<file path="src/shared/cpu_status_regs.vh">
// Register offsets, field positions, reset values and codes for the status/option bank
`ifndef CPU_STATUS_REGS_VH
`define CPU_STATUS_REGS_VH

// ==========================================
// Register byte offsets
`define OFS_STATUS      5'h00
`define OFS_OPTION      5'h04
`define OFS_COMMAND     5'h08
`define OFS_ALU_OP      5'h0c
`define OFS_ALU_RESULT  5'h10

// ==========================================
// Status fields
`define ST_IRP          7
`define ST_RP_HI        6
`define ST_RP_LO        5
`define ST_TO           4
`define ST_PD           3
`define ST_Z            2
`define ST_DC           1
`define ST_C            0
`define STATUS_RESET    8'h18

// ==========================================
// Option fields
`define OP_PULLUP_DISABLE_BIT         7
`define OP_EXT_IRQ_EDGE_SEL       6
`define OP_TIMER_CLOCK_SOURCE_SEL         5
`define OP_TIMER_EDGE_SEL         4
`define OP_PSA          3
`define OP_PS_HI        2
`define OP_PS_LO        0
`define OPTION_RESET    8'hff

// ==========================================
// Command bits
`define CMD_CLR_STATUS  0
`define CMD_WDT_CLEAR   1
`define CMD_SLEEP       2

// ==========================================
// ALU operation register layout and codes
`define ALU_A_LO        0
`define ALU_B_LO        8
`define ALU_CODE_LO     16
`define ALU_DEST_STATUS 19
`define ALU_ADD         3'h0
`define ALU_SUB         3'h1
`define ALU_AND         3'h2
`define ALU_OR          3'h3
`define ALU_XOR         3'h4
`define ALU_RRF         3'h5
`define ALU_RLF         3'h6
`define ALU_MOVE        3'h7

// ==========================================
// Timing
`define INSTR_DIV       4

// ==========================================
// AXI responses
`define RESP_OKAY       2'h0
`define RESP_SLVERR     2'h2

`endif

</file>
<file path="src/hw/cpu_status_and_option_regs.v">
// Status and option registers of a small 8-bit core, with AXI4-Lite access
// Behaviour
// - Flag-updating op into status ignores written Z, DC, C; result sets them
// - Time-out and power-down flags are read-only to writes
// - Clearing status zeroes bank bits, sets Z, keeps other flags
// - Indirect bank bit selects banks 2,3 or banks 0,1
// - Two direct bank bits select one of four 128-byte banks
// - Time-out flag set at power-up, watchdog clear, sleep; cleared on time-out
// - Power-down flag set at power-up or watchdog clear; cleared on sleep
// - Zero flag follows whether the arithmetic or logic result is zero
// - Nibble carry reflects carry out of bit 3 for add and subtract
// - Carry reflects carry out of the top bit for add and subtract
// - Subtract adds two's complement, so carries act as inverted borrows
// - Rotates load carry with the bit shifted out of the source
// - Pull-up disable bit kills all pull-ups, else port latches decide
// - Edge select picks rising or falling edge on external interrupt pin
// - Clock source select picks external pin or instruction clock for timer
// - Timer edge select picks falling or rising external transitions
// - Rate code n divides timer by 2^(n+1) or watchdog by 2^n
`timescale 1ns/1ps
`include "cpu_status_regs.vh"

module cpu_status_and_option_regs (
  input  wire        aclk,
  input  wire        aresetn,
  input  wire        awvalid,
  output reg         awready,
  input  wire [31:0] awaddr,
  input  wire [2:0]  awprot,
  input  wire        wvalid,
  output reg         wready,
  input  wire [31:0] wdata,
  input  wire [3:0]  wstrb,
  output reg         bvalid,
  input  wire        bready,
  output reg  [1:0]  bresp,
  input  wire        arvalid,
  output reg         arready,
  input  wire [31:0] araddr,
  input  wire [2:0]  arprot,
  output reg         rvalid,
  input  wire        rready,
  output reg  [31:0] rdata,
  output reg  [1:0]  rresp,
  input  wire        wdt_timeout,
  input  wire        wdt_raw_tick,
  input  wire        timer_ext_clock_pin,
  input  wire        ext_irq_pin,
  input  wire [5:0]  port_latch,
  input  wire [6:0]  direct_offset,
  input  wire [7:0]  indirect_pointer,
  output reg  [5:0]  pullup_en,
  output reg         ext_irq_event,
  output reg         timer_tick,
  output reg         wdt_tick,
  output reg  [8:0]  direct_addr,
  output reg  [8:0]  indirect_addr
);

  // ==========================================
  // Register state
  reg  [7:0]  status;
  reg  [7:0]  option;
  reg  [19:0] alu_op;
  reg  [7:0]  alu_result;
  reg         aw_got;
  reg         w_got;
  reg  [4:0]  aw_ofs;
  reg  [31:0] w_data;
  reg  [3:0]  w_strb;

  // ==========================================
  // Write decode
  // Address and data may arrive in either order; nothing moves until both are held
  wire        do_write  = aw_got && w_got && !bvalid;
  wire        lane0     = w_strb[0];
  wire        wr_status = do_write && lane0 && aw_ofs == `OFS_STATUS;
  wire        wr_option = do_write && lane0 && aw_ofs == `OFS_OPTION;
  wire        wr_cmd    = do_write && lane0 && aw_ofs == `OFS_COMMAND;
  wire        wr_alu    = do_write && lane0 && aw_ofs == `OFS_ALU_OP;
  wire        wr_ok     = aw_ofs == `OFS_STATUS || aw_ofs == `OFS_OPTION ||
                          aw_ofs == `OFS_COMMAND || aw_ofs == `OFS_ALU_OP;
  wire        clr_stat  = wr_cmd && w_data[`CMD_CLR_STATUS];
  wire        wdt_clr   = wr_cmd && w_data[`CMD_WDT_CLEAR];
  wire        sleep_op  = wr_cmd && w_data[`CMD_SLEEP];

  // ==========================================
  // ALU on the operation being written
  wire [7:0]  op_a    = w_data[`ALU_A_LO +: 8];
  wire [7:0]  op_b    = w_data[`ALU_B_LO +: 8];
  wire [2:0]  op_code = w_data[`ALU_CODE_LO +: 3];
  wire        to_stat = w_data[`ALU_DEST_STATUS];
  wire        is_sub  = op_code == `ALU_SUB;
  wire [7:0]  addend  = is_sub ? ~op_b : op_b;
  wire [8:0]  sum     = {1'b0, op_a} + {1'b0, addend} + {8'h00, is_sub};
  wire [4:0]  nib     = {1'b0, op_a[3:0]} + {1'b0, addend[3:0]} + {4'h0, is_sub};
  reg  [7:0]  res;
  reg         nz;
  reg         ndc;
  reg         nc;

  always @* begin
    res = sum[7:0];
    nz  = status[`ST_Z];
    ndc = status[`ST_DC];
    nc  = status[`ST_C];
    case (op_code)
      `ALU_ADD, `ALU_SUB: begin
        res = sum[7:0];
        nz  = sum[7:0] == 8'h00;
        ndc = nib[4];
        nc  = sum[8];
      end
      `ALU_AND: begin
        res = op_a & op_b;
        nz  = res == 8'h00;
      end
      `ALU_OR: begin
        res = op_a | op_b;
        nz  = res == 8'h00;
      end
      `ALU_XOR: begin
        res = op_a ^ op_b;
        nz  = res == 8'h00;
      end
      `ALU_RRF: begin
        res = {status[`ST_C], op_a[7:1]};
        nc  = op_a[0];
      end
      `ALU_RLF: begin
        res = {op_a[6:0], status[`ST_C]};
        nc  = op_a[7];
      end
      default: begin
        // Plain move leaves every flag as it was unless its data is written into status
        res = op_a;
      end
    endcase
  end

  // ==========================================
  // Status register
  reg [7:0] next_status;

  always @* begin
    next_status = status;
    if (wr_status) begin
      // Reset-cause bits never take written data
      next_status[7:5] = w_data[7:5];
      next_status[2:0] = w_data[2:0];
    end
    if (wr_alu) begin
      if (to_stat) begin
        next_status[7:5] = res[7:5];
        next_status[2:0] = res[2:0];
      end
      // Flag-changing ops override the written flags; a plain move keeps its data
      if (op_code != `ALU_MOVE) begin
        next_status[`ST_Z]  = nz;
        next_status[`ST_DC] = ndc;
        next_status[`ST_C]  = nc;
      end
    end
    if (clr_stat) begin
      next_status[7:5]   = 3'h0;
      next_status[`ST_Z] = 1'b1;
    end
    // Clearing events first so a same-cycle set wins
    if (wdt_timeout)
      next_status[`ST_TO] = 1'b0;
    if (sleep_op)
      next_status[`ST_PD] = 1'b0;
    if (wdt_clr || sleep_op)
      next_status[`ST_TO] = 1'b1;
    if (wdt_clr)
      next_status[`ST_PD] = 1'b1;
  end

  always @(posedge aclk) begin
    if (!aresetn) begin
      status     <= `STATUS_RESET;
      option     <= `OPTION_RESET;
      alu_op     <= 20'h00000;
      alu_result <= 8'h00;
    end else begin
      status <= next_status;
      if (wr_option)
        option <= w_data[7:0];
      if (wr_alu) begin
        alu_op     <= w_data[19:0];
        alu_result <= res;
      end
    end
  end

  // ==========================================
  // AXI4-Lite write channel
  always @(posedge aclk) begin
    if (!aresetn) begin
      awready <= 1'b1;
      wready  <= 1'b1;
      bvalid  <= 1'b0;
      bresp   <= `RESP_OKAY;
      aw_got  <= 1'b0;
      w_got   <= 1'b0;
      aw_ofs  <= 5'h00;
      w_data  <= 32'h00000000;
      w_strb  <= 4'h0;
    end else begin
      if (awvalid && awready) begin
        awready <= 1'b0;
        aw_got  <= 1'b1;
        // Upper address bits outside the map make the offset miss
        aw_ofs  <= (awaddr[31:5] == 27'h0) ? awaddr[4:0] : 5'h1f;
      end
      if (wvalid && wready) begin
        wready <= 1'b0;
        w_got  <= 1'b1;
        w_data <= wdata;
        w_strb <= wstrb;
      end
      if (do_write) begin
        bvalid <= 1'b1;
        // Misses answer with an error instead of aliasing onto a real register
        if (wr_ok)
          bresp <= `RESP_OKAY;
        else
          bresp <= `RESP_SLVERR;
        aw_got <= 1'b0;
        w_got  <= 1'b0;
      end
      if (bvalid && bready) begin
        bvalid  <= 1'b0;
        awready <= 1'b1;
        wready  <= 1'b1;
      end
    end
  end

  // ==========================================
  // AXI4-Lite read channel
  // Read data is captured at the address take, so it shows the registers then
  reg [31:0] rd_word;
  reg        rd_ok;

  always @* begin
    rd_ok   = araddr[31:5] == 27'h0;
    rd_word = 32'h00000000;
    case (araddr[4:0])
      `OFS_STATUS:     rd_word = {24'h000000, status};
      `OFS_OPTION:     rd_word = {24'h000000, option};
      `OFS_COMMAND:    rd_word = 32'h00000000;
      `OFS_ALU_OP:     rd_word = {12'h000, alu_op};
      `OFS_ALU_RESULT: rd_word = {24'h000000, alu_result};
      default:         rd_ok   = 1'b0;
    endcase
  end

  always @(posedge aclk) begin
    if (!aresetn) begin
      arready <= 1'b1;
      rvalid  <= 1'b0;
      rdata   <= 32'h00000000;
      rresp   <= `RESP_OKAY;
    end else begin
      if (arvalid && arready) begin
        arready <= 1'b0;
        rvalid  <= 1'b1;
        if (rd_ok) begin
          rdata <= rd_word;
          rresp <= `RESP_OKAY;
        end else begin
          rdata <= 32'h00000000;
          rresp <= `RESP_SLVERR;
        end
      end
      if (rvalid && rready) begin
        rvalid  <= 1'b0;
        arready <= 1'b1;
      end
    end
  end

  // ==========================================
  // Bank addressing and pull-ups
  // Outputs lag their sources by one cycle so that each comes from a flop
  genvar gi;
  generate
    for (gi = 0; gi < 6; gi = gi + 1) begin : pull
      always @(posedge aclk) begin
        if (!aresetn)
          pullup_en[gi] <= 1'b0;
        else
          pullup_en[gi] <= !option[`OP_PULLUP_DISABLE_BIT] && port_latch[gi];
      end
    end
  endgenerate

  always @(posedge aclk) begin
    if (!aresetn) begin
      direct_addr   <= 9'h000;
      indirect_addr <= 9'h000;
    end else begin
      direct_addr   <= {status[`ST_RP_HI], status[`ST_RP_LO], direct_offset};
      indirect_addr <= {status[`ST_IRP], indirect_pointer};
    end
  end

  // ==========================================
  // External interrupt edge and timer source
  reg        irq_prev;
  reg        tck_prev;
  reg        edge_armed;
  reg [1:0]  instr_div;
  // Previous samples are trusted only once taken out of reset, so a pin
  // that idles high cannot fake an edge on the first cycle
  wire       tck_rise = edge_armed && timer_ext_clock_pin && !tck_prev;
  wire       tck_fall = edge_armed && !timer_ext_clock_pin && tck_prev;
  wire       ext_evt  = option[`OP_TIMER_EDGE_SEL] ? tck_fall : tck_rise;
  wire       instr_evt = {30'h0, instr_div} == `INSTR_DIV - 1;
  wire       tmr_src  = option[`OP_TIMER_CLOCK_SOURCE_SEL] ? ext_evt : instr_evt;

  // ==========================================
  // Shared prescaler
  // One counter only: timer and watchdog cannot both be divided at once
  reg  [7:0] pre_cnt;
  wire       to_wdt   = option[`OP_PSA];
  wire [3:0] rate     = {1'b0, option[`OP_PS_HI:`OP_PS_LO]};
  wire [3:0] taps     = to_wdt ? rate : rate + 4'h1;
  // Timer rate 7 shifts the bit out, and the wrap gives the full mask
  wire [7:0] one_hot  = 8'h01 << taps;
  wire [7:0] mask     = one_hot - 8'h01;
  wire       pre_src  = to_wdt ? wdt_raw_tick : tmr_src;
  wire       pre_fire = pre_src && ((pre_cnt & mask) == mask);

  always @(posedge aclk) begin
    if (!aresetn) begin
      irq_prev      <= 1'b0;
      tck_prev      <= 1'b0;
      edge_armed    <= 1'b0;
      instr_div     <= 2'h0;
      pre_cnt       <= 8'h00;
      ext_irq_event <= 1'b0;
      timer_tick    <= 1'b0;
      wdt_tick      <= 1'b0;
    end else begin
      irq_prev      <= ext_irq_pin;
      tck_prev      <= timer_ext_clock_pin;
      edge_armed    <= 1'b1;
      instr_div     <= instr_div + 2'h1;
      if (!edge_armed)
        ext_irq_event <= 1'b0;
      else if (option[`OP_EXT_IRQ_EDGE_SEL])
        ext_irq_event <= ext_irq_pin && !irq_prev;
      else
        ext_irq_event <= !ext_irq_pin && irq_prev;
      // Reassigning the prescaler restarts its count
      if (wr_option)
        pre_cnt <= 8'h00;
      else if (pre_src)
        pre_cnt <= pre_cnt + 8'h01;
      if (to_wdt) begin
        timer_tick <= tmr_src;
        wdt_tick   <= pre_fire;
      end else begin
        timer_tick <= pre_fire;
        wdt_tick   <= wdt_raw_tick;
      end
    end
  end

endmodule

</file>
<file path="config.mk">
export PLATFORM = sky130hd
export DESIGN_NAME = cpu_status_and_option_regs
export DESIGN_NICKNAME = d
export VERILOG_FILES = /design/src/hw/cpu_status_and_option_regs.v
export VERILOG_INCLUDE_DIRS = /design/src /design/src/shared
export SDC_FILE = /design/constraint.sdc
export NUM_CORES = 1
export LEC_CHECK = 0
export BUFFER_PORTS_ARGS = -buffer_cell sky130_fd_sc_hd__buf_2
export CORE_UTILIZATION = 45
export CTS_BUF_LIST = sky130_fd_sc_hd__clkbuf_4
export CTS_CLUSTER_DIAMETER = 60
export DETAILED_ROUTE_END_ITERATION = 8
export GPL_TIMING_DRIVEN = 0
export PLACE_DENSITY = 0.71
export SLEW_MARGIN = 20
export SYNTH_ARGS = -nofsm -noshare
export SYNTH_HDL_FRONTEND = slang
export SYNTH_SLANG_ARGS = --single-unit
</file>
<file path="constraint.sdc">
create_clock -name aclk -period 5.36 [get_ports aclk]
set_input_delay 0.268 -clock aclk [delete_from_list [all_inputs] [get_ports aclk]]
set_output_delay 0.268 -clock aclk [all_outputs]
set_load 0.03 [all_outputs]
</file>
# [Word-level counts from Yosys, hierarchy flattened]
# Index checks and enable logic that the tools add are counted.
[totals] in_bits=138 ff_bits=153 wordCells=156
[classes] bitwise_logic=6 n_eq_ne=19 n_shift=1 addsub=8 mux=27 reduce_logical=57
[ops] op="20-bit case mux with 4 select lines" count=1
[ops] op="27-bit zero test" count=2
[ops] op="8-bit case mux with 6 select lines" count=1
[ops] op="8-bit zero test" count=4
[ops] op="32-bit 2-to-1 mux" count=1
[ops] op="1-bit logical AND" count=28
[ops] op="3-bit 2-to-1 mux" count=7
[ops] op="5-bit by 4-bit == test with 1-bit output (second input constant)" count=4
[ops] op="8-bit AND" count=2
[ops] op="2-bit OR reduction" count=8
[ops] op="5-bit by 3-bit == test with 1-bit output (second input constant)" count=2
[ops] op="5-bit zero test" count=2
[ops] op="1-bit 2-to-1 mux" count=10
[ops] op="8-bit by 8-bit adder with 9-bit output" count=1
[ops] op="9-bit by 1-bit adder with 9-bit output" count=1
[ops] op="3-bit == test (second input constant)" count=3
[ops] op="8-bit by 1-bit adder with 8-bit output (second input constant)" count=1
[ops] op="8-bit == test" count=1
[ops] op="8-bit 2-to-1 mux" count=1
[ops] op="8-bit NOT" count=1
[ops] op="8-bit OR" count=1
[ops] op="1-bit by 4-bit left shift with 8-bit output (first input constant)" count=1
[ops] op="8-bit by 1-bit subtractor with 8-bit output (second input constant)" count=1
[ops] op="8-bit XOR" count=1
[ops] op="23 further kinds" count=33

# [Longest topological paths before layout]
[logic_depth] ltp_word=9 depth_mapped=12

# [Worst setup path before layout]
# No wires, ideal clock.
[synth_path] path_kind="register -> register" start="register w_data[17]" end="register status[2]" path_stages_with_launch=13 required_ns=5.290 slack_ns=2.371 n_path_buf=1 t_arrival_ns=2.919 path_cell_list="dfxtp_1 > or2_2 > clkbuf_1 > nor2_2 > xnor2_1 > inv_1 > fa_1 > nor2b_1 > o31a_1 > o31a_1 > nor2_1 > or4_1 > a21oi_1"
[synth_between] elab_chain_cells=9
[synth_rtl] item="from (decl)" line="cpu_status_and_option_regs.v:69" source="reg [31:0] w_data;"
[synth_rtl] item="from (signal assigned)" line="cpu_status_and_option_regs.v:219" source="w_data <= wdata;"
[synth_rtl] item="3-bit by 1-bit == test with 1-bit output" line="cpu_status_and_option_regs.v:107" source="case (op_code)"
[synth_rtl] item="8-bit 2-to-1 mux" line="cpu_status_and_option_regs.v:94" source="wire [7:0] addend = is_sub ? ~op_b : op_b;"
[synth_rtl] item="8-bit by 8-bit adder with 9-bit output" line="cpu_status_and_option_regs.v:95" source="wire [8:0] sum = {1'b0, op_a} + {1'b0, addend} + {8'h00, is_sub};"
[synth_rtl] item="9-bit by 1-bit adder with 9-bit output" line="cpu_status_and_option_regs.v:95"
[synth_rtl] item="8-bit zero test / 8-bit case mux with 6 select lines (equally long branches)" line="cpu_status_and_option_regs.v:110, cpu_status_and_option_regs.v:107"
[synth_rtl] item="1-bit case mux with 4 select lines / 3-bit 2-to-1 mux (equally long branches)" line="cpu_status_and_option_regs.v:107, cpu_status_and_option_regs.v:153"
[synth_rtl] item="3-bit 2-to-1 mux" line="cpu_status_and_option_regs.v:158" source="if (op_code != `ALU_MOVE) begin"
[synth_rtl] item="3-bit 2-to-1 mux" line="cpu_status_and_option_regs.v:152" source="if (wr_alu) begin"
[synth_rtl] item="1-bit 2-to-1 mux" line="cpu_status_and_option_regs.v:164" source="if (clr_stat) begin"
[synth_rtl] item="to (signal assigned)" line="cpu_status_and_option_regs.v:181" source="status <= `STATUS_RESET;"
[synth_rtl] item="to (signal assigned)" line="cpu_status_and_option_regs.v:186" source="status <= next_status;"
[synth_rtl] item="to (decl)" line="cpu_status_and_option_regs.v:62" source="reg [7:0] status;"
# Several ways; a longest one is shown, not always the timed one.
# A chain may end at the register's enable or synchronous reset.

# [Worst setup path after layout]
# Ends and elaborated chain as after synthesis.

==> summary.md <==
| Metric | Value |
|---|---|
| Status | completed |
| Die width | 127 um |
| Largest net degree at the start of global routing | 17 |
| Fillcell total | 1,385 |
| Final setup viols | 0 |
| Final nets | between 1,000 and 1,500 |
| Worst setup path category | reg -> reg |
| Met3 usage | 5.74% |
| Number of max-cap violations | 0 |
| Max-slew violation count | 0 |
| Deepest clock path buffer count | 2 |
| M2 GR Usage | about 47% |
| Total CTS buffers | 17 |
| Multiplexer area fraction after synthesis | 1.69% |
| N_diodes | 0 |
| Fin crit share | 69.8% |
| Residual DRC count | 0 |
| Area leader, netlist | dfxtp_1 |
| # resized after CTS | 0 |
| Initial antenna violation count | 0 |
| Top Usage Layer GRT | met2 |
| Clock Latency Late Sink | 0.58 ns |
| IO Port Bufs | 170 |
| Core area | 15,300 um^2 |
| Ys Warns | 0 |
| PD cells | 236 nW/um^2 |
| Post-DP HPWL | between 15,000 and 20,000 um |
| Fin area | 9070 um^2 |
| Starting DRT DRC Count | 571 |
| Seq/Total Area, Yosys | 39.5% |
| Critical Path RT | roughly 5.9 ns |
| Final ANT Viol Nets | 0 |
| WL per Instance | 15.9 um |
| Area of the multi-input gates | 3850 um^2 |
| Number of global-route vias before repair | slightly below 7,000 |
| Yosys reg bits | 139 |
| Final Critical Period | 3.74 ns |
| Htree depth | 4 |
| I/O pins | 206 |
| Max_slew headroom | 49.4% |
| Clk slew on worst S/H paths | 0.12 ns |
| CTS Root Buffer Type | clkbuf_4 |
| Setup TNS | 0 ns |
| F_max | between 0.2 and 0.3 GHz |
| Synthesized area | 7040 um^2 |
| Post-synth EDFFs | 0 |
| Crit path max fanout | 7 |
| All-Layer GR Usage | between 20% and 30% |
| TritonCTS clock tree | yes |
| Post-CTS setup buffer count | 0 |
| First-pass DRT Iterations | 7 |
| Type of the most critical hold path | in -> reg |
| Yosys cell types | 72 |
| Via count | 7,175 |
| Layout area overhead | 28.8% |
| Final hold violations | 0 |
| XOR/XNOR Fraction of Synth Area | 1.99% |
| Hold_buf cts | 59 |
| Top cells by area, synth | dfxtp_1 (40%), nand2_1 (7.3%), a21oi_1 (5.1%) |
| Syn_area_per_cell | 8.21 um^2 |
| First-pass GRT wire length | between 30,000 and 40,000 um |
| Global-route congestion overflow total | 0 |
| Worst Skew | about 0.017 ns |
| Clk sinks | 139 |
| Register area | approximately 2800 um^2 |
| Vias per cell | ~5.3 |
| Ys async rst share | 0% |
| Top cell type's share of synthesized area | roughly two fifths |
| # rows | 45 |
| Main synth FF type | dfxtp_1 |
| Die area | roughly 16,000 um^2 |
| Pleak | 3.86 nW |
| Adder and majority gate portion of the synthesized area | 5.08% |
| Worst-Margin Slew | 0.759 ns |
| Dpl cell area | 8210 um^2 |
| Total power | 2.14 mW |
| Largest family of logic cells by synthesized area | simple AND/OR/NAND/NOR gates |
| Synth Area in Simple Gates | between 20% and 30% |
| Compound-Gate Fraction of Synth Area | 21.2% |
| Cells after synthesis | 858 |
| Peak supply drop | 112 uV |
| Initial Util | 46.2% |
| Share of cells above drive strength 1 | 22.6% |
| Grt met1 use | between 30% and 40% |
| Setup crit end kind | flip-flop |
| RSZ-0062 raised after global routing | no |
| Vert. Die Dim | 127 um |
| Final wirelength | 21,300 um |
| Placer's final routability congestion estimate | approximately 0.95 |
| Startpoint type of the worst setup path | flip-flop |
| Worst Path Arrival | 4.25 ns |
-- worst max-delay path, cell delays in order, from the launching register on --
cell	delay [ns]
dfxtp_1	0.40
or2_2	0.31
clkbuf_1	0.19
nor2_2	0.43
xnor2_1	0.22
inv_1	0.09
fa_1	0.43
nor2b_1	0.29
o31a_1	0.27
o31a_1	0.23
nor2_1	0.06
or4_1	0.58
a21oi_1	0.18
-- per-layer routing --
| metal | up-vias | share of wire (%) |
|---|---|---|
| met2 | 271 | 48 |
| met4 | 0 | 3.4 |
| met1 | 3290 | 44 |
| met3 | 59 | 5.4 |
| met5 | - | 0 |
| li1 | 3555 | - |
-- cells in the final DEF, fill, tap and decap left out, types with 5 or more instances in the layout --
cell type        n
a211oi_1         5
a21oi_1         72
a221o_1          6
a221oi_1         5
a222oi_1         6
a22oi_1         23
a31oi_1          5
and2_1          30
buf_2          183
buf_4           15
clkbuf_1        35
clkbuf_4        17
clkinv_2         5
conb_1          14
dfxtp_1        139
dlygate4sd3_1   59
ha_1            27
inv_1           36
mux2_2           7
nand2_1        137
nand2b_1        10
nand3_1          9
nand3b_1         5
nand4_1          6
nor2_1          66
nor2b_1         11
nor3_1          14
nor3b_1          5
nor4_1          18
o2111ai_1        5
o211ai_1        14
o21ai_0         31
o221a_2          6
o221ai_1         5
xnor2_1         14
-- final timing paths --
path / from / end / slack, ns / cells after the start
max: w_data[17] / status[2] / 1.62 / 12
min: arvalid / rresp[1] / 0.06 / 3
max reg2reg: w_data[17] / status[2] / 1.62 / 12
min reg2reg: instr_div[0] / instr_div[0] / 0.43 / 1
-- cell families (layout without fill, tap and decap cells) --
group | after synthesis | count (layout)
adders and majority gates | 28 | 28
other | 1 | 14
buffers and inverters | 103 | 363
DFF | 139 | 139
and+or+nand+nor | 342 | 342
muxes | 11 | 11
xor gates and xnor gates | 16 | 16
AOI/OAI and AO/OA | 218 | 218
-- sequential cells by signal, indices dropped and copies added (netlist names), 2 cells and up --
| signal | flops |
|---|---|
| alu_op | 20 |
| alu_result | 8 |
| aw_ofs | 5 |
| direct_addr | 9 |
| indirect_addr | 9 |
| instr_div | 2 |
| option | 8 |
| pre_cnt | 8 |
| pullup_en | 6 |
| rdata | 20 |
| status | 8 |
| w_data | 20 |
-- synth_stat cells (4+ instances only) --
| cell | n |
|---|---|
| a221o_1 | 6 |
| mux2i_1 | 4 |
| dfxtp_1 | 139 |
| nand2b_1 | 10 |
| nand3b_1 | 5 |
| and2_1 | 30 |
| o21a_1 | 4 |
| nor2_1 | 66 |
| a21oi_1 | 72 |
| a211oi_1 | 5 |
| o221ai_1 | 5 |
| o221a_2 | 6 |
| nor3_1 | 14 |
| o2111ai_1 | 5 |
| xnor2_1 | 14 |
| buf_2 | 13 |
| or4_1 | 4 |
| nor3b_1 | 5 |
| o21ai_0 | 31 |
| nand2_1 | 137 |
| or3_1 | 4 |
| nor4_1 | 18 |
| nand4_1 | 6 |
| mux2_2 | 7 |
| ha_1 | 27 |
| nor2b_1 | 11 |
| a221oi_1 | 5 |
| o211ai_1 | 14 |
| nand3_1 | 9 |
| a31oi_1 | 5 |
| buf_4 | 15 |
| a222oi_1 | 6 |
| buf_1 | 4 |
| clkbuf_1 | 35 |
| a22oi_1 | 23 |
| and3b_1 | 4 |
| inv_1 | 36 |
-- area by class of cell --
class	count	area share, %
buffer	67	3.57
multi-input combinational	629	42.4
sequential	139	30.7
inverter	36	1.49
tap	211	2.91
timing repair buffer	229	15.9
clock buffer	17	1.41
clock inverter	14	1.60
-- through the flow --
stage	worst slack, ns	instances	hold slack (ns)	utilization, %
6_report	1.62	1342	0.0587	59.4
5_1_grt	1.56	1342	0.0588	59.4
3_5_place_dp	1.74	1252	0.426	53.8
3_3_place_gp	1.80	1252	0.421	53.8
2_1_floorplan	2.37	871	0.296	-
4_1_cts	1.69	1342	0.0318	59.4
-- power breakdown --
part	total, mW	internal, mW	switching [mW]
logic	0.367	0.161	0.206
registers	1.09	1.06	0.0290
clock network	0.681	0.275	0.406
Note: power is estimated with default switching activity, not from simulation.
